[src/acl_rule_map.vh]
`ifndef ACL_RULE_MAP_VH
`define ACL_RULE_MAP_VH
// ----------------------------------------
// Indirect access registers
// ----------------------------------------
`define IND_CTRL_ADDR 8'h6e
`define IND_OFFS_ADDR 8'h6f
`define IND_DATA_ADDR 8'ha0
`define IND_SEL_ACL 3'h2
// ----------------------------------------
// Rule entry byte offsets
// ----------------------------------------
`define OFF_MODE 8'h01
`define OFF_MAC0 8'h02
`define OFF_TYPE0 8'h08
`define OFF_ACT_HI 8'h0a
`define OFF_ACT_LO 8'h0b
`define OFF_FWD 8'h0c
// ----------------------------------------
// Mode byte and forward byte fields
// ----------------------------------------
`define MODE_RESET 8'h00
`define MD_HI 5
`define MD_LO 4
`define ENB_HI 3
`define ENB_LO 2
`define SD_BIT 1
`define EQ_BIT 0
`define MD_OFF 2'h0
`define MD_L2 2'h1
`define MD_L3 2'h2
`define MD_L4 2'h3
`define FWD_UNIT_BIT 4
`define FWD_ALG_BIT 3
// ----------------------------------------
// Timing
// ----------------------------------------
`define CLK_MHZ 200
`define US_CYCLES (`CLK_MHZ * 1)
`define MS_PER_US 1000
`endif

[src/acl_rule_match_control.v]
`timescale 1ns/1ps
`default_nettype none
// Behaviour
// - Mode 00 disables the rule, 01 layer 2 MAC, 10 layer 3 IP.
// - Rule bytes reached only via control, offset and indirect data registers.
// - L2 enable 00 takes 11 action bits as count for MAC+type matches.
// - Forward bit 4 picks count unit: 0 microseconds, 1 milliseconds.
// - Forward bit 3 low: load count, decrement per unit, interrupt on expiry.
// - Forward bit 3 high: count matches, interrupt at terminal count, then reset.
// - L2 enable 01 includes MAC address in the match.
// - L2 enable 10 uses MAC address for the match.
// - L2 enable 11 tests both MAC address and EtherType.
// - L3 enable 00 reserved; 01 tests masked IP address or protocol.
// - L3 enable 10 compares source and destination; 11 reserved.
// - Mode 11 enable 00 performs protocol comparison.
// - Mode 11 enable 01 and 10 both select port comparison.
// - Mode 11 enable 11 compares TCP sequence number.
// - Address side bit 0 selects destination, 1 selects source.
// - Polarity bit 0 matches on inequality, 1 on equality.
module acl_rule_match_control (
	// Clock and reset
	input wire clk_sys_i,
	input wire srst_i,
	// Register port
	input wire [7:0] reg_addr_i,
	input wire [7:0] reg_wdata_i,
	input wire reg_wr_i,
	input wire reg_rd_i,
	output reg [7:0] reg_rdata_o,
	// Packet fields
	input wire pkt_valid_i,
	input wire [47:0] pkt_da_i,
	input wire [47:0] pkt_sa_i,
	input wire [15:0] pkt_type_i,
	input wire [31:0] pkt_ip_da_i,
	input wire [31:0] pkt_ip_sa_i,
	input wire [7:0] pkt_proto_i,
	input wire [15:0] pkt_dport_i,
	input wire [15:0] pkt_sport_i,
	input wire [31:0] pkt_seq_i,
	// Results
	output reg match_o,
	output reg match_valid_o,
	output reg [1:0] match_kind_o,
	output reg irq_o,
	output reg [10:0] count_o
);
`include "acl_rule_map.vh"
	localparam K_NONE = 2'h0;
	localparam K_L2 = 2'h1;
	localparam K_L3 = 2'h2;
	localparam K_L4 = 2'h3;

	// ----------------------------------------
	// Indirect access and rule storage
	// ----------------------------------------
	reg [7:0] ctrl_q;
	reg [7:0] offs_q;
	reg [7:0] mode_q;
	reg [47:0] mac_q;
	reg [15:0] type_q;
	reg [7:0] act_hi_q;
	reg [7:0] act_lo_q;
	reg [7:0] fwd_q;
	wire acl_sel = (ctrl_q[7:5] == `IND_SEL_ACL);
	wire [1:0] md = mode_q[`MD_HI:`MD_LO];
	wire [1:0] match_enable_select = mode_q[`ENB_HI:`ENB_LO];
	wire sd = mode_q[`SD_BIT];
	wire eq = mode_q[`EQ_BIT];
	wire [10:0] count_val = {act_hi_q[2:0], act_lo_q};
	integer i;

	// Offset falls inside the MAC address bytes
	function in_mac_range;
		input [7:0] off;
		begin
			in_mac_range = (off >= `OFF_MAC0) && (off < `OFF_TYPE0);
		end
	endfunction

	function [7:0] entry_byte;
		input [7:0] off;
		begin
			entry_byte = 8'h00;
			if (off == `OFF_MODE)
				entry_byte = mode_q;
			else if (in_mac_range(off))
				entry_byte = mac_q[8'h2f - ((off - `OFF_MAC0) * 8'h08) -: 8];
			else if (off == `OFF_TYPE0)
				entry_byte = type_q[15:8];
			else if (off == `OFF_TYPE0 + 8'h01)
				entry_byte = type_q[7:0];
			else if (off == `OFF_ACT_HI)
				entry_byte = act_hi_q;
			else if (off == `OFF_ACT_LO)
				entry_byte = act_lo_q;
			else if (off == `OFF_FWD)
				entry_byte = fwd_q;
		end
	endfunction

	always @(posedge clk_sys_i) begin
		if (srst_i) begin
			ctrl_q <= 8'h00;
			offs_q <= 8'h00;
			mode_q <= `MODE_RESET;
			mac_q <= 48'h000000000000;
			type_q <= 16'h0000;
			act_hi_q <= 8'h00;
			act_lo_q <= 8'h00;
			fwd_q <= 8'h00;
			reg_rdata_o <= 8'h00;
		end else begin
			if (reg_wr_i) begin
				if (reg_addr_i == `IND_CTRL_ADDR)
					ctrl_q <= reg_wdata_i;
				else if (reg_addr_i == `IND_OFFS_ADDR)
					offs_q <= reg_wdata_i;
				else if (reg_addr_i == `IND_DATA_ADDR && acl_sel) begin
					if (offs_q == `OFF_MODE)
						mode_q <= {2'h0, reg_wdata_i[5:0]};
					else if (in_mac_range(offs_q)) begin
						for (i = 0; i < 6; i = i + 1)
							if (offs_q == `OFF_MAC0 + i[7:0])
								mac_q[47 - i * 8 -: 8] <= reg_wdata_i;
					end else if (offs_q == `OFF_TYPE0)
						type_q[15:8] <= reg_wdata_i;
					else if (offs_q == `OFF_TYPE0 + 8'h01)
						type_q[7:0] <= reg_wdata_i;
					else if (offs_q == `OFF_ACT_HI)
						act_hi_q <= reg_wdata_i;
					else if (offs_q == `OFF_ACT_LO)
						act_lo_q <= reg_wdata_i;
					else if (offs_q == `OFF_FWD)
						fwd_q <= reg_wdata_i;
				end
			end
			if (reg_rd_i) begin
				if (reg_addr_i == `IND_CTRL_ADDR)
					reg_rdata_o <= ctrl_q;
				else if (reg_addr_i == `IND_OFFS_ADDR)
					reg_rdata_o <= offs_q;
				else if (reg_addr_i == `IND_DATA_ADDR && acl_sel)
					reg_rdata_o <= entry_byte(offs_q);
				else
					reg_rdata_o <= 8'h00;
			end
		end
	end

	// ----------------------------------------
	// Match evaluation
	// ----------------------------------------
	reg raw_eq;
	reg cmp_ok;
	reg [1:0] kind;
	reg l2_count;
	wire [47:0] mac_pick = sd ? pkt_sa_i : pkt_da_i;
	wire [31:0] ip_pick = sd ? pkt_ip_sa_i : pkt_ip_da_i;
	wire [15:0] port_pick = sd ? pkt_sport_i : pkt_dport_i;
	wire [31:0] ip_mask = {mac_q[31:0]};

	// MAC compare, optionally qualified by EtherType
	function l2_eq;
		input [47:0] mac_a;
		input [47:0] mac_b;
		input [15:0] type_a;
		input [15:0] type_b;
		input use_type;
		begin
			l2_eq = (mac_a == mac_b) && (!use_type || type_a == type_b);
		end
	endfunction

	always @* begin
		raw_eq = 1'b0;
		cmp_ok = 1'b0;
		kind = K_NONE;
		l2_count = 1'b0;
		case (md)
			`MD_L2: begin
				kind = K_L2;
				cmp_ok = 1'b1;
				case (match_enable_select)
					2'h0: begin
						l2_count = 1'b1;
						raw_eq = l2_eq(mac_pick, mac_q, pkt_type_i, type_q, 1'b1);
					end
					2'h1: raw_eq = l2_eq(mac_pick, mac_q, pkt_type_i, type_q, 1'b0);
					2'h2: raw_eq = l2_eq(mac_pick, mac_q, pkt_type_i, type_q, 1'b0);
					default: raw_eq = l2_eq(mac_pick, mac_q, pkt_type_i, type_q, 1'b1);
				endcase
			end
			`MD_L3: begin
				kind = K_L3;
				case (match_enable_select)
					2'h1: begin
						cmp_ok = 1'b1;
						// Zero mask turns the test into a protocol compare
						if (ip_mask != 32'h00000000)
							raw_eq = (ip_pick & ip_mask) == (mac_q[47:16] & ip_mask);
						else
							raw_eq = (pkt_proto_i == type_q[7:0]);
					end
					2'h2: begin
						cmp_ok = 1'b1;
						raw_eq = (pkt_ip_sa_i == pkt_ip_da_i);
					end
					default: cmp_ok = 1'b0;
				endcase
			end
			`MD_L4: begin
				kind = K_L4;
				cmp_ok = 1'b1;
				case (match_enable_select)
					2'h0: raw_eq = (pkt_proto_i == type_q[7:0]);
					2'h1: raw_eq = (port_pick == type_q);
					2'h2: raw_eq = (port_pick == type_q);
					default: raw_eq = (pkt_seq_i == mac_q[31:0]);
				endcase
			end
			default: kind = K_NONE;
		endcase
	end

	wire hit = cmp_ok && (eq ? raw_eq : !raw_eq);

	// ----------------------------------------
	// Count and time-out counter
	// ----------------------------------------
	wire us_tick;
	wire ms_tick;
	acl_tick_gen u_tick (
		.clk_sys_i(clk_sys_i),
		.srst_i(srst_i),
		.us_tick_o(us_tick),
		.ms_tick_o(ms_tick)
	);
	wire unit_tick = fwd_q[`FWD_UNIT_BIT] ? ms_tick : us_tick;
	wire cnt_mode = (md == `MD_L2) && l2_count;
	wire pkt_hit = pkt_valid_i && cnt_mode && hit;
	reg cnt_mode_q;

	always @(posedge clk_sys_i) begin
		if (srst_i) begin
			count_o <= 11'h000;
			irq_o <= 1'b0;
			cnt_mode_q <= 1'b0;
			match_o <= 1'b0;
			match_valid_o <= 1'b0;
			match_kind_o <= K_NONE;
		end else begin
			match_valid_o <= pkt_valid_i && kind != K_NONE;
			match_o <= pkt_valid_i && hit;
			match_kind_o <= kind;
			cnt_mode_q <= cnt_mode;
			irq_o <= 1'b0;
			if (!cnt_mode) begin
				count_o <= 11'h000;
			end else if (!fwd_q[`FWD_ALG_BIT]) begin
				if (!cnt_mode_q || pkt_hit) begin
					count_o <= count_val;
				end else if (unit_tick && count_o != 11'h000) begin
					count_o <= count_o - 11'h001;
					if (count_o == 11'h001)
						irq_o <= 1'b1;
				end
			end else if (pkt_hit) begin
				if (count_o + 11'h001 >= count_val) begin
					count_o <= 11'h000;
					irq_o <= 1'b1;
				end else begin
					count_o <= count_o + 11'h001;
				end
			end
		end
	end
endmodule
`default_nettype wire

[src/acl_tick_gen.v]
`timescale 1ns/1ps
`default_nettype none
module acl_tick_gen (
	// Clock and reset
	input wire clk_sys_i,
	input wire srst_i,
	// Unit ticks
	output reg us_tick_o,
	output reg ms_tick_o
);
`include "acl_rule_map.vh"
	localparam integer US_LAST = `US_CYCLES - 1;
	localparam integer MS_LAST = `MS_PER_US - 1;
	reg [7:0] us_cnt_q;
	reg [9:0] ms_cnt_q;
	always @(posedge clk_sys_i) begin
		if (srst_i) begin
			us_cnt_q <= 8'h00;
			ms_cnt_q <= 10'h000;
			us_tick_o <= 1'b0;
			ms_tick_o <= 1'b0;
		end else begin
			us_tick_o <= 1'b0;
			ms_tick_o <= 1'b0;
			if (us_cnt_q == US_LAST[7:0]) begin
				us_cnt_q <= 8'h00;
				us_tick_o <= 1'b1;
				if (ms_cnt_q == MS_LAST[9:0]) begin
					ms_cnt_q <= 10'h000;
					ms_tick_o <= 1'b1;
				end else begin
					ms_cnt_q <= ms_cnt_q + 10'h001;
				end
			end else begin
				us_cnt_q <= us_cnt_q + 8'h01;
			end
		end
	end
endmodule
`default_nettype wire

[config.mk]
export PLATFORM = sky130hd
export DESIGN_NAME = acl_rule_match_control
export DESIGN_NICKNAME = d
export VERILOG_FILES = /design/src/acl_rule_match_control.v /design/src/acl_tick_gen.v
export VERILOG_INCLUDE_DIRS = /design/src /design/src/src
export SDC_FILE = /design/constraint.sdc
export NUM_CORES = 1
export LEC_CHECK = 0
export BUFFER_PORTS_ARGS = -buffer_cell sky130_fd_sc_hd__buf_2
export CAP_MARGIN = 40
export CORE_MARGIN = 4
export CORE_UTILIZATION = 51
export CTS_CLUSTER_DIAMETER = 120
export CTS_CLUSTER_SIZE = 24
export DETAILED_ROUTE_END_ITERATION = 10
export GPL_TIMING_DRIVEN = 0
export MAX_ROUTING_LAYER = met4
export PLACE_DENSITY_LB_ADDON = 0.1
export SLEW_MARGIN = 5
export SYNTH_ARGS = -nofsm -noshare
export SYNTH_HDL_FRONTEND = slang
export SYNTH_SLANG_ARGS = --single-unit
[constraint.sdc]
create_clock -name clk_sys_i -period 4.1 [get_ports clk_sys_i]
set_input_delay 0 -clock clk_sys_i [delete_from_list [all_inputs] [get_ports clk_sys_i]]
set_output_delay 0 -clock clk_sys_i [all_outputs]
set_load 0.02 [all_outputs]
# Word-level counts from Yosys, hierarchy flattened

Index checks and enable logic that the tools add are counted.

Bits in registers: 155
Logic and storage cells: 156

Shifts and indexed selects: 1
Reductions and logical operators: 38
Multiplexer cells: 39
Bitwise gates (word level): 12
Equal/unequal tests: 32
Order comparisons: 3
Add/subtract/negate cells: 6

Operator list:

| operator                                              | count |
|---|---|
| equality test 32 bit                                  | 3 |
| two-way mux 8 bit                                     | 10 |
| AND 32 bit                                            | 2 |
| two-way mux 11 bit                                    | 5 |
| variable part select 55 x 9 -> 8 bit                  | 1 |
| AND reduction 7 bit                                   | 7 |
| equality test 48 bit                                  | 1 |
| two-way mux 48 bit                                    | 1 |
| equality test 8 x 4 -> 1 bit (second input constant)  | 5 |
| equality test 16 bit                                  | 2 |
| equality test 8 x 3 -> 1 bit (second input constant)  | 4 |
| two-way mux 32 bit                                    | 1 |
| nonzero test 32 bit                                   | 1 |
| equality test 8 x 2 -> 1 bit (second input constant)  | 2 |
| equality test 8 x 7 -> 1 bit (second input constant)  | 2 |
| equality test 8 bit (second input constant)           | 2 |
| two-way mux 16 bit                                    | 1 |
| two-way mux 1 bit                                     | 15 |
| adder 11 x 1 -> 11 bit (second input constant)        | 1 |
| equality test 11 x 1 -> 1 bit (second input constant) | 1 |
| greater-or-equal comparator 11 bit                    | 1 |
| AND reduction 11 bit                                  | 1 |
| nonzero test 11 bit                                   | 1 |
| subtractor 11 x 1 -> 11 bit (second input constant)   | 1 |
| other kinds (31)                                      | 60 |

# Depth between registers and ports, before layout

Gate-level depths: netlist (run 1).

Depth in word-level cells: 13
Mapped depth: 17
Mapped depth without buffers: 16

# Modules after synthesis

Synthesis (run 1) repeated with hierarchy kept, for this count alone.

Cell total of the unflattened synthesis: 1455
Area total of the unflattened synthesis: 11732.5 um^2

Modules (own cells, without submodules):

| module                 | area each (um^2) | instances | cells each |
|---|---|---|---|
| acl_rule_match_control | 10880.4          | 1         | 1361 |
| acl_tick_gen           | 852.1            | 1         | 94 |

# Worst setup path before layout (run 1)

No wires, ideal clock.

Path kind: reg2reg
Start point: register count_o[0]
End point: register count_o[6]
Slack: 0.651 ns
Arrival: 3.370 ns
Cell stages (with the launch flop): 18
Setup time: 0.079 ns
Cell sequence: dfxtp_1 > ha_1 > and3_1 > nand3_1 > inv_1 > nand3_1 > xnor2_1 > ha_1 > a21o_1 > a21o_1 > a21oi_1 > nand2_1 > o21ai_0 > and2_1 > clkbuf_1 > nand2_1 > o22a_1 > o211ai_1

Word-level cells in the longest chain between the ends: 5
Elaborated cells on any way between the ends: 12
Classes of those cells: add/sub (2); order compare (1); mux (5); reduce/logical (4)

Ends and longest elaborated chain:

| item                               | RTL line                                                   | RTL |
|---|---|---|
| from (decl)                        | acl_rule_match_control.v:46                                | `output reg [10:0] count_o` |
| from (signal assigned)             | acl_rule_match_control.v:262                               | `count_o <= count_val;` |
| from (signal assigned)             | acl_rule_match_control.v:264                               | `count_o <= count_o - 11'h001;` |
| from (signal assigned)             | acl_rule_match_control.v:273                               | `count_o <= count_o + 11'h001;` |
| adder 11 x 1 -> 11 bit             | acl_rule_match_control.v:269, acl_rule_match_control.v:273 |  |
| greater-or-equal comparator 11 bit | acl_rule_match_control.v:269                               | `if (count_o + 11'h001 >= count_val) begin` |
| two-way mux 11 bit                 | acl_rule_match_control.v:269                               |  |
| two-way mux 11 bit                 | acl_rule_match_control.v:268                               | `end else if (pkt_hit) begin` |
| two-way mux 11 bit                 | acl_rule_match_control.v:260                               | `` end else if (!fwd_q[`FWD_ALG_BIT]) begin `` |

Several ways; a longest one is shown, not always the timed one. The select of a mux whose other input is x is not followed.
A chain may end at the register's enable or synchronous reset.

# Worst setup path in the final report (run 1)

Ends and elaborated chain as after synthesis.

==> flow_metrics.tcl, run 1 <==
set metrics [dict create \
    status "finished clean" \
    final_max_slew_viol_count 0 \
    nets 1949 \
    coreArea_um2 21800 \
    synthesis.area_um2 11300 \
    finalCritPeriodShare 0.919 \
    grt_max_degree 17 \
    rrSetupSlack_ps 330 \
    cts.sinks 155 \
    cts_max_level 4 \
    seqPwrFrac 0.442 \
    p_comb_frac 0.116 \
    p_leak_uw 0.00527 \
    p_int_uw 2550 \
    grt_pass1_wl_um 63000 \
    tns_ps 0 \
    worstPathRequired_ps 4440 \
    place_area_um2 13100 \
    track_usage 0.346 \
    synthSimpleGateAreaFrac 0.191 \
    synthArstFlopShare 0 \
    start_util 0.518 \
    period_needed_ps 3770 \
    stdcell_area_um2 13800 \
    first_iter_violations 955 \
    dieArea_um2 24600 \
    num_io_pins 293 \
    drive_gt1_frac 0.220 \
    cts_made_buffers 17 \
    synthMuxAreaShare 0.202 \
    p_total_uw 3420 \
    ys_seq_area_frac 0.274 \
    synth.avg_cell_area_um2 8.48 \
    ir_drop_mv 0.251 \
    grt_overflow_total 0 \
    setup-violations-final 0 \
    synth_top_family_by_area "multiplexers" \
    cp-start-kind "register" \
    cts-root-buf "clkbuf_16" \
    arrival_ps 4110 \
    antenna_found_initial 2 \
    clock_latency_ps 430 \
    path_clk_slew_ps 70 \
    cellPowerDensity_nw_per_um2 248 \
    p_sw_frac 0.255 \
    routed_wl_um 43400 \
    synth_seq_cells 155 \
    synth_xor_area_frac 0.159 \
    met1_length_um 17300 \
    p_switching_uw 872 \
    drc 0 \
    rsz0062_at_grt "no" \
    cp_max_fo 10 \
    endpoint_kind "register" \
    die_h_um 157 \
    grt_pass1_vias 10600 \
    r2r_start "count_o[0]$_SDFFE_PP0P_" \
    wl_met2_um 20900 \
    port_buffers 292 \
    gp_congestion 0.994 \
    hold_viol_final 0 \
    synth_compound_area_frac 0.101 \
    crit_end "count_o[6]$_SDFFE_PP0P_" \
    relSlewSlack 0.363 \
    finalWorstSetupSlack_ps 333 \
    synth_ff_type "dfxtp_1" \
    wl_met3_um 3410 \
    via_per_inst 5.81 \
    clock_power_share 0.443 \
    area_delta_synth_final_pct 22.1 \
    ant_nets 0 \
    vias 11300 \
    hold_path_class "input port to register" \
    drt-pass1-iter-count 5 \
    yosys_warnings 0 \
    path_class "register to register" \
    dieWidth_um 157 \
    synth_fp_nets 1626 \
    post-dp-hpwl_um 34100 \
    clockBufferDepth 2 \
    synth_cells 1334 \
    synth.distinct_cells 69 \
    worst_r2r_path_depth 17 \
    fmax_ghz 0.265 \
    r2r_end "count_o[6]$_SDFFE_PP0P_" \
    drv_cap 0 \
    place_ws_ps -16.2 \
    crit_start "count_o[0]$_SDFFE_PP0P_" \
    row_count 54 \
    post_drt_wl_per_cell_um 22.2 \
    top_layer_used "met4" \
    clock_skew_ps 10.7 \
    synth_edf_count 0 \
    max_slew.worst_pin.slew_ps 947 \
    synth-adder-area-share 0.0254 \
    cts_tree "built" \
    hold_start "reg_wr_i" \
]
## worst min path at each step
stage | to | slack, ps | cells after the start
after floorplan | type_q[10]$_SDFFE_PP0P_ | 150 | 2
after global placement | match_valid_o$_SDFF_PP0_ | 290 | 3
after detailed placement | match_valid_o$_SDFF_PP0_ | 300 | 3
after CTS | ctrl_q[6]$_SDFFE_PP0P_ | 180 | 5
after global routing | ctrl_q[4]$_SDFFE_PP0P_ | 220 | 5
final | ctrl_q[6]$_SDFFE_PP0P_ | 200 | 5
## cell usage in the layout, fill, tap and decap left out, types with 17 or more instances in the layout
| master | n |
|---|---|
| a21oi_1 | 50 |
| ha_1 | 23 |
| mux2i_1 | 209 |
| dfxtp_1 | 153 |
| nand2_1 | 78 |
| o21ai_0 | 19 |
| inv_1 | 32 |
| clkbuf_16 | 17 |
| nor4_1 | 36 |
| xor2_1 | 48 |
| nand3_1 | 33 |
| nor2_1 | 147 |
| xnor2_1 | 157 |
| a22oi_1 | 24 |
| buf_2 | 300 |
| nor3_1 | 22 |
| nand4_1 | 34 |
| clkbuf_1 | 77 |
## critical path, stage by stage, from the launching register on
cell and delay [ps]:
dfxtp_2 440, ha_1 280, and3_1 270, nand3_1 190, inv_1 130, nand3_1 150
xnor2_1 190, ha_1 300, a21o_1 160, a21o_1 160, a21oi_1 220, nand2_1 80
o21ai_1 270, and2_1 190, clkbuf_2 280, nand2_1 90, o22a_1 190, o211ai_1 90
## kinds of logic (layout without fill, tap and decap cells)
family,after synthesis,in the layout
XOR/XNOR,205,205
flip-flops,155,155
other,0,1
multiplexers,218,218
buffers and inverters,131,466
adder cells (fa/ha/maj),23,23
AO/OA/AOI/OAI,172,172
AND/OR/NAND/NOR,430,430
## metal layers
layer / vias up / track usage
li1: 5368 / -
met1: 5316 / 0.426
met2: 538 / 0.572
met3: 109 / 0.0528
met4: 0 / 0.134
met5: - / -
## repair_timing
item	in CTS	in global routing
resized for setup	1	5
hold endpoints to repair	40	0
buffers inserted	0	0
hold buffers	11	0
setup endpoints to repair	2	12
## power groups by stage
stage                     Sequential (µW)  Clock [µW]  Combinational, µW
after floorplan                      1540           0                170
after global placement               1540           0                377
after detailed placement             1540           0                382
after CTS                            1510        1520                392
after global routing                 1510        1590                424
final                                1510        1510                395
## area by class of cell
cell class,count,area [µm²]
Inverter,32,120
Sequential cell,155,3110
Antenna cell,1,2.50
Tap cell,280,350
Fill cell,1976,8010
Buffer,99,422
Clock inverter,14,138
Multi-Input combinational cell,1048,7670
Clock buffer,17,425
Timing Repair Buffer,304,1580
## sequential cells by signal (all words and copies together) (netlist names)
name and cells:
fwd_q 8, u_tick.ms_tick_o 1, act_lo_q 8, mode_q 6, match_o 1, mac_q 48
offs_q 8, cnt_mode_q 1, match_valid_o 1, ctrl_q 8, act_hi_q 8, type_q 16
u_tick.us_tick_o 1, u_tick.us_cnt_q 8, reg_rdata_o 8, count_o 11, irq_o 1, u_tick.ms_cnt_q 10
match_kind_o 2
## cell usage after synthesis, drive strengths merged, types with 3 or more instances
cell type,count,area (µm²)
mux4,8,180
xnor2,157,1380
o211ai,12,90.1
or4,4,30.0
buf,20,123
nor3b,5,42.5
nand4,34,213
nor3,23,120
nand2b,14,87.6
inv,32,120
nand3,33,165
nand2,81,317
a22oi,24,180
or2,3,18.8
nor2,149,578
mux2i,209,2090
a31oi,11,68.8
nor4,39,272
and3,12,75.1
nor2b,15,93.8
or3,4,26.3
and2,3,18.8
a221oi,4,35.0
nor4bb,3,30.0
o211a,4,40.0
ha,23,288
clkbuf,79,297
dfxtp,155,3100
o21ai,21,105
a21oi,50,250
o2bb2ai,4,35.0
o221ai,9,78.8
xor2,48,420
o22ai,10,62.6
a21o,4,30.0
and4,3,26.3
## metrics by stage
stage	hold slack, ps	util	instances
after floorplan	147	-	1334
final	202	0.633	1950
after CTS	185	0.632	1949
after global routing	216	0.633	1950
after global placement	294	0.601	1906
after detailed placement	298	0.602	1907
(Power assumes the default switching activity.)
==> run 2, diff against run 1 <==
--- a/config.mk
+++ b/config.mk
@@ -10,6 +10,7 @@
 export CAP_MARGIN = 40
 export CORE_MARGIN = 4
 export CORE_UTILIZATION = 51
+export CTS_BUF_LIST = sky130_fd_sc_hd__clkbuf_4 sky130_fd_sc_hd__clkbuf_8
 export CTS_CLUSTER_DIAMETER = 120
 export CTS_CLUSTER_SIZE = 24
 export DETAILED_ROUTE_END_ITERATION = 10
==> run 2 against run 1 <==
Net effect: clock-buffer cell count did not move; register-to-register slack barely moved; die area did not move; cell area fell by 1.4%; clock power fell by 27%; worst hold slack got worse by 50 ps; critical endpoint unchanged; largest cell class unchanged; largest power group unchanged.
==> flow_metrics.tcl, run 2 (synthesis gave the netlist of run 1 again) <==
set metrics [dict create \
    fin_util 0.624 \
    via_per_inst 5.80 \
    cts_max_level 4 \
    clockBufferDepth 2 \
    hold_viol_final 0 \
    cellPowerDensity_nw_per_um2 221 \
    path_class "register to register" \
    die_h_um 157 \
    drive_gt1_frac 0.220 \
    grt_max_degree 17 \
    area_delta_synth_final_pct 20.4 \
    drt-pass1-iter-count 5 \
    worst_r2r_path_depth 17 \
    antenna_found_initial 2 \
    p_sw_frac 0.273 \
    relSlewSlack 0.363 \
    worstPathRequired_ps 4490 \
    clock_power_share 0.367 \
    stdcell_area_um2 13600 \
    gp_congestion 0.994 \
    layout_common_cells "buf_2 (300), mux2i_1 (209), xnor2_1 (157)" \
    ir_drop_mv 0.247 \
    r2r_start "count_o[0]$_SDFFE_PP0P_" \
    largest_register "mac_q" \
    place_area_um2 13100 \
    hold_path_class "input port to register" \
    seqPwrFrac 0.501 \
    rrSetupSlack_ps 340 \
    max_slew.worst_pin.slew_ps 946 \
    port_buffers 292 \
    drv_cap 0 \
    r2r_end "count_o[6]$_SDFFE_PP0P_" \
    p_int_uw 2190 \
    largest_reg_flops 48 \
    p_comb_frac 0.132 \
    post_drt_wl_per_cell_um 22.2 \
    postCtsSetupBuffers 0 \
    clock_skew_ps 12.7 \
    routed_wl_um 43300 \
    grt_pass1_vias 10600 \
    final_common_cell "buf_2" \
    num_io_pins 293 \
    fmax_ghz 0.266 \
    status "finished clean" \
    dieWidth_um 157 \
    setup-violations-final 0 \
    drc 0 \
    first_iter_violations 1002 \
    whs_ps 152 \
    hold_end "ctrl_q[6]$_SDFFE_PP0P_" \
    cts_tree "built" \
    final_max_slew_viol_count 0 \
    reg_top3 "mac_q x48, type_q x16, count_o x11" \
    stdcell_count 1951 \
    post-dp-hpwl_um 34100 \
    rsz0062_at_grt "no" \
    period_needed_ps 3760 \
    coreArea_um2 21800 \
    cts-root-buf "clkbuf_8" \
    p_switching_uw 820 \
    cp-start-kind "register" \
    worstHoldPathCells 5 \
    clock_latency_ps 470 \
    grt_pass1_wl_um 63000 \
    dieArea_um2 24600 \
    cts_made_buffers 17 \
    cts.sinks 155 \
    cp_max_fo 10 \
    row_count 54 \
    endpoint_kind "register" \
    path_clk_slew_ps 90 \
    hold_start "reg_wr_i" \
    dpl.cell_count 1907 \
    ant_nets 0 \
    vias 11300 \
    track_usage 0.346 \
    arrival_ps 4140 \
    p_leak_uw 0.00518 \
    start_util 0.518 \
    nets 1949 \
    finalCritPeriodShare 0.916 \
    grt_overflow_total 0 \
]
run 2: changes by cell type in the layout (fill, tap and decap cells not counted), sizes merged:
cell,delta
diode,+1
run 2: metrics by stage:
| step | setup TNS, ps | setup WS (ps) | total power [µW] |
|---|---|---|---|
| after floorplan | 0 | 651 | 1710 |
| after global routing | 0 | 67.6 | 3120 |
| after global placement | -8.13 | -8.13 | 1920 |
| after detailed placement | -16.2 | -16.2 | 1930 |
| final | 0 | 343 | 3010 |
| after CTS | 0 | 140 | 3020 |
run 2: critical path, stage by stage (launching register included):
cell and delay [ps]:
dfxtp_2 450, ha_1 280, and3_1 270, nand3_1 190
inv_1 140, nand3_1 150, xnor2_1 180, ha_1 300
a21o_1 160, a21o_1 160, a21oi_1 220, nand2_1 80
o21ai_1 260, and2_1 190, clkbuf_2 270, nand2_1 90
o22a_1 190, o211ai_1 90
run 2: worst max-delay path by stage:
stage | startpoint | cells past startpoint | endpoint | slack [ps]
after global placement | count_o[0]$_SDFFE_PP0P_ | 17 | count_o[6]$_SDFFE_PP0P_ | -8
after detailed placement | count_o[0]$_SDFFE_PP0P_ | 17 | count_o[6]$_SDFFE_PP0P_ | -20
after CTS | count_o[0]$_SDFFE_PP0P_ | 17 | count_o[6]$_SDFFE_PP0P_ | 140
final | count_o[0]$_SDFFE_PP0P_ | 17 | count_o[6]$_SDFFE_PP0P_ | 340
after floorplan | count_o[0]$_SDFFE_PP0P_ | 17 | count_o[6]$_SDFFE_PP0P_ | 650
after global routing | count_o[0]$_SDFFE_PP0P_ | 17 | count_o[6]$_SDFFE_PP0P_ | 70
run 2: area by class of cell:
type,count,area (µm²)
Clock buffer,17,234
Fill cell,2015,8200
Timing Repair Buffer,304,1580
Antenna cell,2,5.00
Sequential cell,155,3110
Inverter,32,120
Multi-Input combinational cell,1048,7670
Buffer,99,422
Clock inverter,14,138
Tap cell,280,350
run 2: per-layer routing:
layer | track usage | vias up | part of all wire
met4 | 0.127 | 0 | 0.040
met3 | 0.0575 | 108 | 0.079
met2 | 0.574 | 521 | 0.48
met1 | 0.425 | 5312 | 0.40
li1 | - | 5371 | -
met5 | - | - | 0
run 2: timing repair:
action                                  CTS  global route
hold buffers                             11             0
endpoints found under the setup margin    2            12
hold endpoints to repair                 40             0
resized for setup                         1             5
run 2: power groups by stage:
stage / clock network, µW / logic (µW) / registers (µW)
after CTS: 1120 / 392 / 1510
final: 1100 / 396 / 1510
after floorplan: 0 / 170 / 1540
after detailed placement: 0 / 382 / 1540
after global routing: 1180 / 424 / 1510
after global placement: 0 / 377 / 1540
